<file path="src/rtl/ptb_defs.svh">
`ifndef PTB_DEFS_SVH
`define PTB_DEFS_SVH

// ****************************************************************
// register byte offsets
// ****************************************************************
`define PTB_OFF_CONTROL     12'h000
`define PTB_OFF_STATUS      12'h004
`define PTB_OFF_MASK        12'h008

// ****************************************************************
// timebase_control field positions
// ****************************************************************
`define PTB_CTL_ON_BIT      1
`define PTB_CTL_IRQEN_BIT   2
`define PTB_CTL_ACK_BIT     3
`define PTB_CTL_TAP_LSB     4
`define PTB_CTL_TAP_MSB     6
`define PTB_CTL_FLAG_BIT    7

// ****************************************************************
// event status / mask field positions
// ****************************************************************
`define PTB_EVT_ROLL_BIT    0
`define PTB_EVT_OVR_BIT     1

// ****************************************************************
// reset values
// ****************************************************************
`define PTB_RST_ON          1'b0
`define PTB_RST_IRQEN       1'b0
`define PTB_RST_TAP         3'h0
`define PTB_RST_MASK        2'h3

// ****************************************************************
// divider geometry and tap bit index per select code
// ****************************************************************
`define PTB_DIV_STAGES      15
`define PTB_TAP_IDX_0       4'he
`define PTB_TAP_IDX_1       4'hc
`define PTB_TAP_IDX_2       4'ha
`define PTB_TAP_IDX_3       4'h6
`define PTB_TAP_IDX_4       4'h5
`define PTB_TAP_IDX_5       4'h4
`define PTB_TAP_IDX_6       4'h3
`define PTB_TAP_IDX_7       4'h2

`endif

</file>
<file path="src/rtl/ptb_pkg.sv">
package ptb_pkg;

  // tap select code, 000 = slowest rate
  typedef logic [2:0] ptb_tap_t;

  // divider chain value
  typedef logic [14:0] ptb_count_t;

  // axi response codes used by the slave
  typedef enum logic [1:0] {
    PTB_RESP_OKAY   = 2'b00,
    PTB_RESP_SLVERR = 2'b10
  } ptb_resp_e;

endpackage

</file>
<file path="src/rtl/ptb_div_if.sv">
`timescale 1ns/10ps
// control and event link between register block and divider
interface ptb_div_if;
  import ptb_pkg::*;
  logic      run;
  logic      advance;
  ptb_tap_t  tap_sel;
  logic      rollover;

  modport ctrl (output run, output advance, output tap_sel, input rollover);
  modport div  (input run, input advance, input tap_sel, output rollover);
endinterface

</file>
<file path="src/rtl/ptb_sync.sv">
`timescale 1ns/10ps
// two-flop synchroniser for a level from outside the clock domain
module ptb_sync (
  input  wire logic core_clk_i,
  input  wire logic srst_i,
  input  wire logic ce_i,
  input  wire logic async_i,
  output logic      sync_o
);

  logic meta_reg;

  // first stage is read only by the second stage
  always_ff @(posedge core_clk_i) begin
    if (srst_i) begin
      meta_reg <= 1'b0;
      sync_o   <= 1'b0;
    end else if (ce_i) begin
      meta_reg <= async_i;
      sync_o   <= meta_reg;
    end
  end

endmodule

</file>
<file path="src/rtl/ptb_divider.sv">
`timescale 1ns/10ps
`include "ptb_defs.svh"
// fifteen-stage divider chain with selectable rollover tap
module ptb_divider
  import ptb_pkg::*;
(
  input  wire logic core_clk_i,
  input  wire logic srst_i,
  input  wire logic ce_i,
  ptb_div_if.div    dv
);

  ptb_count_t count_reg;
  logic [3:0] tap_idx;
  logic       tap_rise;

  // select code to chain bit index
  always_comb begin
    case (dv.tap_sel)
      3'h0:    tap_idx = `PTB_TAP_IDX_0;
      3'h1:    tap_idx = `PTB_TAP_IDX_1;
      3'h2:    tap_idx = `PTB_TAP_IDX_2;
      3'h3:    tap_idx = `PTB_TAP_IDX_3;
      3'h4:    tap_idx = `PTB_TAP_IDX_4;
      3'h5:    tap_idx = `PTB_TAP_IDX_5;
      3'h6:    tap_idx = `PTB_TAP_IDX_6;
      default: tap_idx = `PTB_TAP_IDX_7;
    endcase
  end

  // tap bit about to go 0->1: all lower stages ones, tap stage zero;
  // the first rise after start is half a period, later ones a full one
  always_comb begin
    tap_rise = ~count_reg[tap_idx] &
               ((count_reg & ((15'h0001 << tap_idx) - 15'h0001)) ==
                ((15'h0001 << tap_idx) - 15'h0001));
  end

  assign dv.rollover = dv.run & dv.advance & tap_rise;

  // chain held at zero while off, counts source ticks while on
  always_ff @(posedge core_clk_i) begin
    if (srst_i) begin
      count_reg <= '0;
    end else if (ce_i) begin
      if (!dv.run) begin
        count_reg <= '0;
      end else if (dv.advance) begin
        count_reg <= count_reg + 15'h0001;
      end
    end
  end

endmodule

</file>
<file path="src/rtl/ptb_top.sv">
// Chosen here: the AXI4-Lite register port and the placing of the registers.
`timescale 1ns/10ps
`include "ptb_defs.svh"
module ptb_top
  import ptb_pkg::*;
(
  input  wire logic        core_clk_i,
  input  wire logic        srst_i,
  input  wire logic        ce_i,
  // tick sources and low power state
  input  wire logic        external_clock_i,
  input  wire logic        external_clock_gen_on_i,
  input  wire logic        oscillator_run_in_stop_i,
  input  wire logic        wait_mode_i,
  input  wire logic        stop_mode_i,
  // axi4-lite write address
  input  wire logic        s_axi_awvalid,
  output logic             s_axi_awready,
  input  wire logic [11:0] s_axi_awaddr,
  // axi4-lite write data
  input  wire logic        s_axi_wvalid,
  output logic             s_axi_wready,
  input  wire logic [31:0] s_axi_wdata,
  input  wire logic [3:0]  s_axi_wstrb,
  // axi4-lite write response
  output logic             s_axi_bvalid,
  input  wire logic        s_axi_bready,
  output logic [1:0]       s_axi_bresp,
  // axi4-lite read address
  input  wire logic        s_axi_arvalid,
  output logic             s_axi_arready,
  input  wire logic [11:0] s_axi_araddr,
  // axi4-lite read data
  output logic             s_axi_rvalid,
  input  wire logic        s_axi_rready,
  output logic [31:0]      s_axi_rdata,
  output logic [1:0]       s_axi_rresp,
  // interrupt request / stop wakeup
  output logic             irq_o
);

  // ****************************************************************
  // declarations
  // ****************************************************************
  ptb_div_if  div_bus ();

  logic       ext_clk_sync;
  logic       ext_clk_dly_reg;
  logic       ext_tick;
  logic       tick;
  logic       stop_halt;
  logic       access_blocked;

  logic       rate_counter_on_reg;
  logic       rollover_irq_enable_reg;
  ptb_tap_t   tap_select_reg;
  logic       rollover_flag_reg;
  logic       overrun_reg;
  logic [1:0] mask_reg;

  logic        aw_held_reg;
  logic        w_held_reg;
  logic [11:0] aw_addr_reg;
  logic [31:0] w_data_reg;
  logic [3:0]  w_strb_reg;
  logic        wr_fire;
  logic        wr_byte0;
  logic        wr_ctl;
  logic        wr_sts;
  logic        wr_msk;
  logic        ack_hit;
  logic        sts_roll_clr;
  logic        sts_ovr_clr;
  logic [31:0] rd_word;
  ptb_resp_e   rd_resp;
  ptb_resp_e   wr_resp;

  // ****************************************************************
  // tick source selection
  // ****************************************************************

  // pin clock is sampled, so it must run well below core_clk_i
  ptb_sync u_ext_sync (
    .core_clk_i (core_clk_i),
    .srst_i     (srst_i),
    .ce_i       (ce_i),
    .async_i    (external_clock_i),
    .sync_o     (ext_clk_sync)
  );

  // edge detect looks at the second stage only
  always_ff @(posedge core_clk_i) begin
    if (srst_i) begin
      ext_clk_dly_reg <= 1'b0;
    end else if (ce_i) begin
      ext_clk_dly_reg <= ext_clk_sync;
    end
  end

  assign ext_tick = ext_clk_sync & ~ext_clk_dly_reg;

  // internal clock is the core clock itself: one tick per cycle
  assign tick = external_clock_gen_on_i ? ext_tick : 1'b1;

  // without the oscillator kept on, stop freezes the chain
  assign stop_halt = stop_mode_i & ~oscillator_run_in_stop_i;

  // wait mode only blocks register access: the chain keeps running
  assign access_blocked = wait_mode_i | stop_mode_i;

  // ****************************************************************
  // divider
  // ****************************************************************
  assign div_bus.run     = rate_counter_on_reg;
  assign div_bus.advance = tick & ~stop_halt;
  assign div_bus.tap_sel = tap_select_reg;

  ptb_divider u_divider (
    .core_clk_i (core_clk_i),
    .srst_i     (srst_i),
    .ce_i       (ce_i),
    .dv         (div_bus.div)
  );

  // ****************************************************************
  // axi4-lite write channel
  // ****************************************************************

  // ready only while the slot is free; frozen clock means no handshake
  assign s_axi_awready = ce_i & ~aw_held_reg & ~s_axi_bvalid;
  assign s_axi_wready  = ce_i & ~w_held_reg & ~s_axi_bvalid;
  assign wr_fire       = aw_held_reg & w_held_reg & ~s_axi_bvalid;

  // address and data accepted in either order
  always_ff @(posedge core_clk_i) begin
    if (srst_i) begin
      aw_held_reg <= 1'b0;
      w_held_reg  <= 1'b0;
      aw_addr_reg <= 12'h000;
      w_data_reg  <= 32'h0000_0000;
      w_strb_reg  <= 4'h0;
    end else if (ce_i) begin
      if (s_axi_awvalid && s_axi_awready) begin
        aw_held_reg <= 1'b1;
        aw_addr_reg <= s_axi_awaddr;
      end else if (wr_fire) begin
        aw_held_reg <= 1'b0;
      end
      if (s_axi_wvalid && s_axi_wready) begin
        w_held_reg <= 1'b1;
        w_data_reg <= s_axi_wdata;
        w_strb_reg <= s_axi_wstrb;
      end else if (wr_fire) begin
        w_held_reg <= 1'b0;
      end
    end
  end

  // decode; low-power modes swallow the write and report an error
  assign wr_byte0 = wr_fire & w_strb_reg[0] & ~access_blocked;
  assign wr_ctl   = wr_byte0 & ({aw_addr_reg[11:2], 2'b00} == `PTB_OFF_CONTROL);
  assign wr_sts   = wr_byte0 & ({aw_addr_reg[11:2], 2'b00} == `PTB_OFF_STATUS);
  assign wr_msk   = wr_byte0 & ({aw_addr_reg[11:2], 2'b00} == `PTB_OFF_MASK);

  always_comb begin
    wr_resp = PTB_RESP_SLVERR;
    if (!access_blocked &&
        (({aw_addr_reg[11:2], 2'b00} == `PTB_OFF_CONTROL) ||
         ({aw_addr_reg[11:2], 2'b00} == `PTB_OFF_STATUS) ||
         ({aw_addr_reg[11:2], 2'b00} == `PTB_OFF_MASK))) begin
      wr_resp = PTB_RESP_OKAY;
    end
  end

  // response held until the master takes it
  always_ff @(posedge core_clk_i) begin
    if (srst_i) begin
      s_axi_bvalid <= 1'b0;
      s_axi_bresp  <= PTB_RESP_OKAY;
    end else if (ce_i) begin
      if (wr_fire) begin
        s_axi_bvalid <= 1'b1;
        s_axi_bresp  <= wr_resp;
      end else if (s_axi_bready) begin
        s_axi_bvalid <= 1'b0;
      end
    end
  end

  // ****************************************************************
  // control register
  // ****************************************************************

  // enables come out of reset cleared; tap is not guarded by hardware,
  // changing it while on merely shifts the next event
  always_ff @(posedge core_clk_i) begin
    if (srst_i) begin
      rate_counter_on_reg     <= `PTB_RST_ON;
      rollover_irq_enable_reg <= `PTB_RST_IRQEN;
      tap_select_reg          <= `PTB_RST_TAP;
    end else if (ce_i && wr_ctl) begin
      rate_counter_on_reg     <= w_data_reg[`PTB_CTL_ON_BIT];
      rollover_irq_enable_reg <= w_data_reg[`PTB_CTL_IRQEN_BIT];
      tap_select_reg          <= w_data_reg[`PTB_CTL_TAP_MSB:`PTB_CTL_TAP_LSB];
    end
  end

  // ****************************************************************
  // rollover flag and event status
  // ****************************************************************
  assign ack_hit      = wr_ctl & w_data_reg[`PTB_CTL_ACK_BIT];
  assign sts_roll_clr = wr_sts & w_data_reg[`PTB_EVT_ROLL_BIT];
  assign sts_ovr_clr  = wr_sts & w_data_reg[`PTB_EVT_OVR_BIT];

  // flag bit of a control write is ignored; a rollover beats any clear
  always_ff @(posedge core_clk_i) begin
    if (srst_i) begin
      rollover_flag_reg <= 1'b0;
    end else if (ce_i) begin
      if (div_bus.rollover) begin
        rollover_flag_reg <= 1'b1;
      end else if (ack_hit || sts_roll_clr) begin
        rollover_flag_reg <= 1'b0;
      end
    end
  end

  // overrun: rollover while the previous one is still pending
  always_ff @(posedge core_clk_i) begin
    if (srst_i) begin
      overrun_reg <= 1'b0;
    end else if (ce_i) begin
      if (div_bus.rollover && rollover_flag_reg) begin
        overrun_reg <= 1'b1;
      end else if (sts_ovr_clr) begin
        overrun_reg <= 1'b0;
      end
    end
  end

  // mask resets open so the control enable alone governs rollover
  always_ff @(posedge core_clk_i) begin
    if (srst_i) begin
      mask_reg <= `PTB_RST_MASK;
    end else if (ce_i && wr_msk) begin
      mask_reg <= w_data_reg[1:0];
    end
  end

  // level request; also serves as the wakeup from stop
  always_ff @(posedge core_clk_i) begin
    if (srst_i) begin
      irq_o <= 1'b0;
    end else if (ce_i) begin
      irq_o <= (rollover_flag_reg & rollover_irq_enable_reg &
                mask_reg[`PTB_EVT_ROLL_BIT]) |
               (overrun_reg & mask_reg[`PTB_EVT_OVR_BIT]);
    end
  end

  // ****************************************************************
  // axi4-lite read channel
  // ****************************************************************
  assign s_axi_arready = ce_i & ~s_axi_rvalid;

  // read mux; acknowledge position always reads zero
  always_comb begin
    rd_word = 32'h0000_0000;
    rd_resp = PTB_RESP_OKAY;
    if (access_blocked) begin
      rd_resp = PTB_RESP_SLVERR;
    end else if ({s_axi_araddr[11:2], 2'b00} == `PTB_OFF_CONTROL) begin
      rd_word[`PTB_CTL_ON_BIT]                   = rate_counter_on_reg;
      rd_word[`PTB_CTL_IRQEN_BIT]                = rollover_irq_enable_reg;
      rd_word[`PTB_CTL_ACK_BIT]                  = 1'b0;
      rd_word[`PTB_CTL_TAP_MSB:`PTB_CTL_TAP_LSB] = tap_select_reg;
      rd_word[`PTB_CTL_FLAG_BIT]                 = rollover_flag_reg;
    end else if ({s_axi_araddr[11:2], 2'b00} == `PTB_OFF_STATUS) begin
      rd_word[`PTB_EVT_ROLL_BIT] = rollover_flag_reg;
      rd_word[`PTB_EVT_OVR_BIT]  = overrun_reg;
    end else if ({s_axi_araddr[11:2], 2'b00} == `PTB_OFF_MASK) begin
      rd_word[1:0] = mask_reg;
    end else begin
      rd_resp = PTB_RESP_SLVERR;
    end
  end

  // data captured at the address handshake, held until taken
  always_ff @(posedge core_clk_i) begin
    if (srst_i) begin
      s_axi_rvalid <= 1'b0;
      s_axi_rdata  <= 32'h0000_0000;
      s_axi_rresp  <= PTB_RESP_OKAY;
    end else if (ce_i) begin
      if (s_axi_arvalid && s_axi_arready) begin
        s_axi_rvalid <= 1'b1;
        s_axi_rdata  <= rd_word;
        s_axi_rresp  <= rd_resp;
      end else if (s_axi_rready) begin
        s_axi_rvalid <= 1'b0;
      end
    end
  end

endmodule

</file>
<file path="config.mk">
export PLATFORM = sky130hd
export DESIGN_NAME = ptb_top
export DESIGN_NICKNAME = d
export VERILOG_FILES = /design/src/rtl/ptb_pkg.sv /design/src/rtl/ptb_div_if.sv /design/src/rtl/ptb_sync.sv /design/src/rtl/ptb_divider.sv /design/src/rtl/ptb_top.sv
export VERILOG_INCLUDE_DIRS = /design/src /design/src/rtl
export SDC_FILE = /design/constraint.sdc
export NUM_CORES = 1
export LEC_CHECK = 0
export ABC_AREA = 1
export BUFFER_PORTS_ARGS = -buffer_cell sky130_fd_sc_hd__buf_2
export CAP_MARGIN = 10
export CORE_ASPECT_RATIO = 1.1
export CORE_MARGIN = 5
export CORE_UTILIZATION = 34
export CTS_BUF_LIST = sky130_fd_sc_hd__clkbuf_8
export CTS_CLUSTER_DIAMETER = 80
export DETAILED_ROUTE_END_ITERATION = 10
export GPL_TIMING_DRIVEN = 0
export PLACE_DENSITY = 0.65
export SLEW_MARGIN = 20
export SYNTH_ARGS = -nofsm -noshare
export SYNTH_HDL_FRONTEND = slang
export SYNTH_SLANG_ARGS = --single-unit
</file>
<file path="constraint.sdc">
create_clock -name core_clk_i -period 3 [get_ports core_clk_i]
set_input_delay 0.6 -clock core_clk_i [delete_from_list [all_inputs] [get_ports core_clk_i]]
set_output_delay 0.6 -clock core_clk_i [all_outputs]
set_load 0.005 [all_outputs]
</file>
* After elaboration in Yosys (flattened, before gate mapping)
Cells that the tools add are included. W data, S select, Z words.
Storage, ports and cells: output and inout port bits 42, register bits after elaboration 64, input bits 73, word-level logic and storage cells 132
Operators by class: add/sub/neg operators 2, equal/unequal tests 12, mux-type cells 28, shift operators 1, bitwise logic cells 36, $lt $le $gt $ge 1, reduce and logical (&&, ||, !) cells 31
Operator list (count):
- $mux W15 | 2
- $pmux W4 S7 | 1
- $and A1 B1 Y1 | 24
- $reduce_and A2 Y1 | 11
- $eq A10 B1 Y1 const B | 2
- $eq A10 B2 Y1 const B | 2
- $logic_not A10 Y1 | 2
- $add A15 B1 Y15 const B | 1
- $and A15 B15 Y15 | 1
- $eq A15 B15 Y1 | 1
- $mux W1 | 15
- $shl A1 B4 Y15 const A | 1
- $sub A15 B1 Y15 const B | 1
- $mux W2 | 7
- $reduce_bool A2 Y1 | 6
- $eq A3 B3 Y1 const B | 3
- $not A1 Y1 | 9
- $mux W8 | 1
- $logic_and A1 B1 Y1 | 7
- $eq A3 B2 Y1 const B | 2
- $mux W6 | 1
- $lt A4 B5 Y1 const B | 1
- $bmux W1 S4 | 1
- $eq A3 B1 Y1 const B | 1
- 5 further kinds | 8

* Logic depth before layout (Yosys ltp)
depth after elaboration 11, mapped depth 11, depth with buffers taken out 11

* Cells and area by module
Synthesis repeated with hierarchy kept, for this count alone.
Unflattened totals: cell total of the unflattened synthesis 435, area total of the unflattened synthesis 3049.2 um2
Modules (own cells, without submodules):
- ptb_top | area an instance 1976.9 um2, instances 1, cells each 264, sequential area each 840.8 um2
- ptb_divider | area an instance 991.0 um2, instances 1, cells each 158, sequential area each 300.3 um2
- ptb_sync | area an instance 81.3 um2, instances 1, cells each 13, sequential area each 40.0 um2

* Worst setup path after synthesis
OpenSTA, ideal clock, no wires.
path type input -> register, start point input port stop_mode_i, end point register u_divider.count_reg[7], buffers on the path 0, cell stages on the path 11, data required time 2.885 ns, library setup time 0.115 ns, data arrival time 1.416 ns, slack 1.469 ns, cell sequence inv_1 -> nor2_1 -> a21oi_2 -> nand2_1 -> nand2_4 -> nand2_1 -> nor2_2 -> nand2_1 -> nand2_1 -> inv_1 -> o21a_1
Between the ends: cells in the longest elaborated chain, start to end 5
RTL lines:
- from (decl) | RTL line ptb_top.sv:15 | input wire logic stop_mode_i,
- $and A1 B1 Y1 | RTL line ptb_top.sv:106 | assign stop_halt = stop_mode_i & ~oscillator_run_in_stop_i;
- $not A1 Y1 | RTL line ptb_top.sv:115 | assign div_bus.advance = tick & ~stop_halt;
- $and A1 B1 Y1 | RTL line ptb_top.sv:115
- $ne A2 B1 Y1 (no source line)
- $reduce_and A2 Y1 (no source line)
- to (signal assigned) | RTL line ptb_divider.sv:49 | count_reg <= count_reg + 15'h0001;
- to (decl) | RTL line ptb_divider.sv:13 | ptb_count_t count_reg;
Every way passes these cells. A chain may end at the register's enable or synchronous reset.

* Final worst setup path
start point input port ce_i, end point output port s_axi_wready
Between the ends: cells in the longest elaborated chain, start to end 2
RTL lines:
- from (decl) | RTL line ptb_top.sv:9 | input wire logic ce_i,
- $and A1 B1 Y1 (2 in series) | RTL line ptb_top.sv:131 | assign s_axi_wready = ce_i & ~w_held_reg & ~s_axi_bvalid;
- to (decl) | RTL line ptb_top.sv:22 | output logic s_axi_wready,
Every way passes these cells.

==> impl_metrics.ini <==
[sta]
period_minus_slack_ns = 1.866
fin_skew_ns = 0.01095
slew_violations = 0
finalSetupTns_ns = 0
final.period_utilization_pct = 62.19
setup_viol = 0
clock.fmax_mhz = 536.0
hold_violations = 0
grt_setup_unrepaired = false

[clock_network]
worstSkewPairLatency_ns = 0.35
hold_buffers = 0
clk_pin_slew_ns = 0.06
cts_tree = built
post_cts_buffers = 0
cts_sinks = 59
cts_buffer_depth = 2
cts_root_buffer = clkbuf_8
h-tree-depth = 3
cts-resized-gates = 0
cts_inserted_buffers = 9

[place]
routabilityCongestion = 0.9073
io_buffer_count = 55
hpwlAfterDp_um = 6355

[global_route]
met3_usage_pct = 4.154
antenna_found_initial = 0
grt.met1_usage_pct = 17.17
globalRouteMet2Util_pct = 26.17
grtUsageTotal_pct = 14.80
grt_max_degree = 11
grt-ovfl-total = 0
gr-max-usage-layer = met2
grt_pass1_wl_um = 13300
grt_pass1_vias = 3033

[flow_run]
drv_cap = 0

[pwr]
vdd_drop_max_mv = 0.3192
power_density_nw_per_um2 = 459.8
power_frac_seq_pct = 46.8
p_clk_share_pct = 42.5
comb_power_share_pct = 10.7
internal-power_mw = 1.312
swShare_pct = 25.40
fin_total_pwr_mw = 1.759
leakage_nw = 1.683
switching_power_uw = 446.7

[synth]
synthSimpleGateAreaFrac_pct = 30.92
yosysMostFrequentCell = nand2_1
synth_mux_area_share_pct = 0
ys_ff_latch = 59
synth_fa_ha_area_share_pct = 0.8052
syn_avg_cell_area_um2 = 6.771
synthTopCellsByArea = dfxtp_1 38%, nand2_1 11%, nor2_1 6.9%
synth_top_family_by_area = simple AND/OR/NAND/NOR gates
seq_area_frac_synth_pct = 38.00
ys.flop_type = dfxtp_1
synth_area_um2 = 3108
synth_xor_area_share_pct = 0.5636
synth_common_cells = 90 x nand2_1, 59 x dfxtp_1, 57 x nor2_1
netlist_instances = 459
synth_top_area_share_pct = 38.00
synth-edff-count = 0
synth_compound_area_share_pct = 15.22
synth_warnings = 0
ys_types = 31
async_flop_share_pct = 0
synth_top_area_cell = dfxtp_1

[worst_hold_path]
min_to = s_axi_rresp[1]
hold_path_depth = 2
hp-start = s_axi_rresp[1]
min_path_type = reg -> reg

[detailed_routing]
dr.pass1.iters = 5
drt_iter0_drc = 136
drc = 0
wl_um = 8012
wire_per_inst_um = 11.98
num_vias = 3150
via_per_inst = 4.709
detail-route-antenna-nets = 0

[cells_and_area]
largest_reg_flops = 15
layout-drive-gt1-share_pct = 21.98
fin_nets = 626
diodes = 0
syn_to_final_growth_pct = 23.07

[worst_setup_path]
r2r-start = u_divider.count_reg[4]
r2r_end = u_divider.count_reg[14]
cp-start-kind = primary input
r2r_setup_slack_ns = 1.47
arrival_ns = 1.27
critPathKind = in -> out
worstPathRequired_ns = 2.40
endpoint_kind = output pin
path_max_fanout = 8
ff2ff_path_depth = 8

[floorplan]
start_util_pct = 34.85
core-area_um2 = 8919
io_pins = 115
die_h_um = 110.3
die_x_um = 101.2
dieArea_um2 = 11160
rows = 36

[status]
outcome = complete, no violations
-- worst max-delay path, stage by stage --
cell and delay [ns]:
buf_2 0.15, inv_2 0.11, nor2_2 0.10, inv_2 0.06, nor2_2 0.10, buf_2 0.12
-- cell usage in the layout, fill, tap and decap left out, types with 9 or more instances in the layout --
cell type / count
buf_4: 27
clkbuf_8: 11
o21ai_1: 10
conb_1: 27
inv_1: 52
dfxtp_1: 59
a21oi_1: 40
buf_2: 58
nand4_1: 15
nor2_1: 57
nor3_1: 9
nand3_1: 29
nand2_1: 90
o21ai_0: 25
-- power by group through the flow --
stage	Clock (mW)	Sequential, mW	Combinational [mW]
4_1_cts	0.759	0.823	0.189
5_1_grt	0.784	0.825	0.216
3_5_place_dp	0	0.841	0.188
2_1_floorplan	0	0.838	0.128
6_report	0.747	0.823	0.189
3_3_place_gp	0	0.840	0.186
-- layer usage --
layer,part of all wire (%),vias to the layer above
met1,42,1391
li1,-,1630
met5,0,-
met2,49,111
met4,1.7,0
met3,7.3,18
-- metrics by stage --
| stage | area [um2] | cells | utilization, % | hold slack, ns | setup WS, ns |
|---|---|---|---|---|---|
| 4_1_cts | 3825 | 669 | 42.89 | 0.4542 | 1.131 |
| 2_1_floorplan | 3206 | 485 | - | 0.4291 | 1.469 |
| 3_3_place_gp | 3623 | 654 | 40.63 | 0.4409 | 1.043 |
| 6_report | 3825 | 669 | 42.89 | 0.4514 | 1.134 |
| 3_5_place_dp | 3623 | 654 | 40.63 | 0.4436 | 1.030 |
| 5_1_grt | 3825 | 669 | 42.89 | 0.4704 | 1.055 |
-- cell families after synthesis --
logic type | after synthesis
compound gates | 88
xor+xnor | 2
fa+ha+maj | 2
buf+inv | 91
flops | 59
other cells | 1
simple gates | 216
-- worst max-delay path by stage --
| stage | slack [ns] | startpoint | to |
|---|---|---|---|
| final | 1.13 | ce_i | s_axi_wready |
| after global routing | 1.05 | ce_i | s_axi_wready |
| after CTS | 1.13 | ce_i | s_axi_wready |
| after detailed placement | 1.03 | stop_mode_i | rollover_irq_enable_reg |
| after global placement | 1.04 | stop_mode_i | rollover_irq_enable_reg |
| after floorplan | 1.47 | stop_mode_i | u_divider.count_reg[7] |
-- cell type report --
class / count / area (um2)
Fill cell: 938 / 5094
Multi-Input combinational cell: 335 / 1578
Sequential cell: 59 / 1181
Timing Repair Buffer: 55 / 275.3
Buffer: 35 / 236.5
Inverter: 56 / 210.2
Clock buffer: 11 / 151.4
Tap cell: 114 / 142.6
Clock inverter: 4 / 50.05
(Power assumes the default switching activity.)
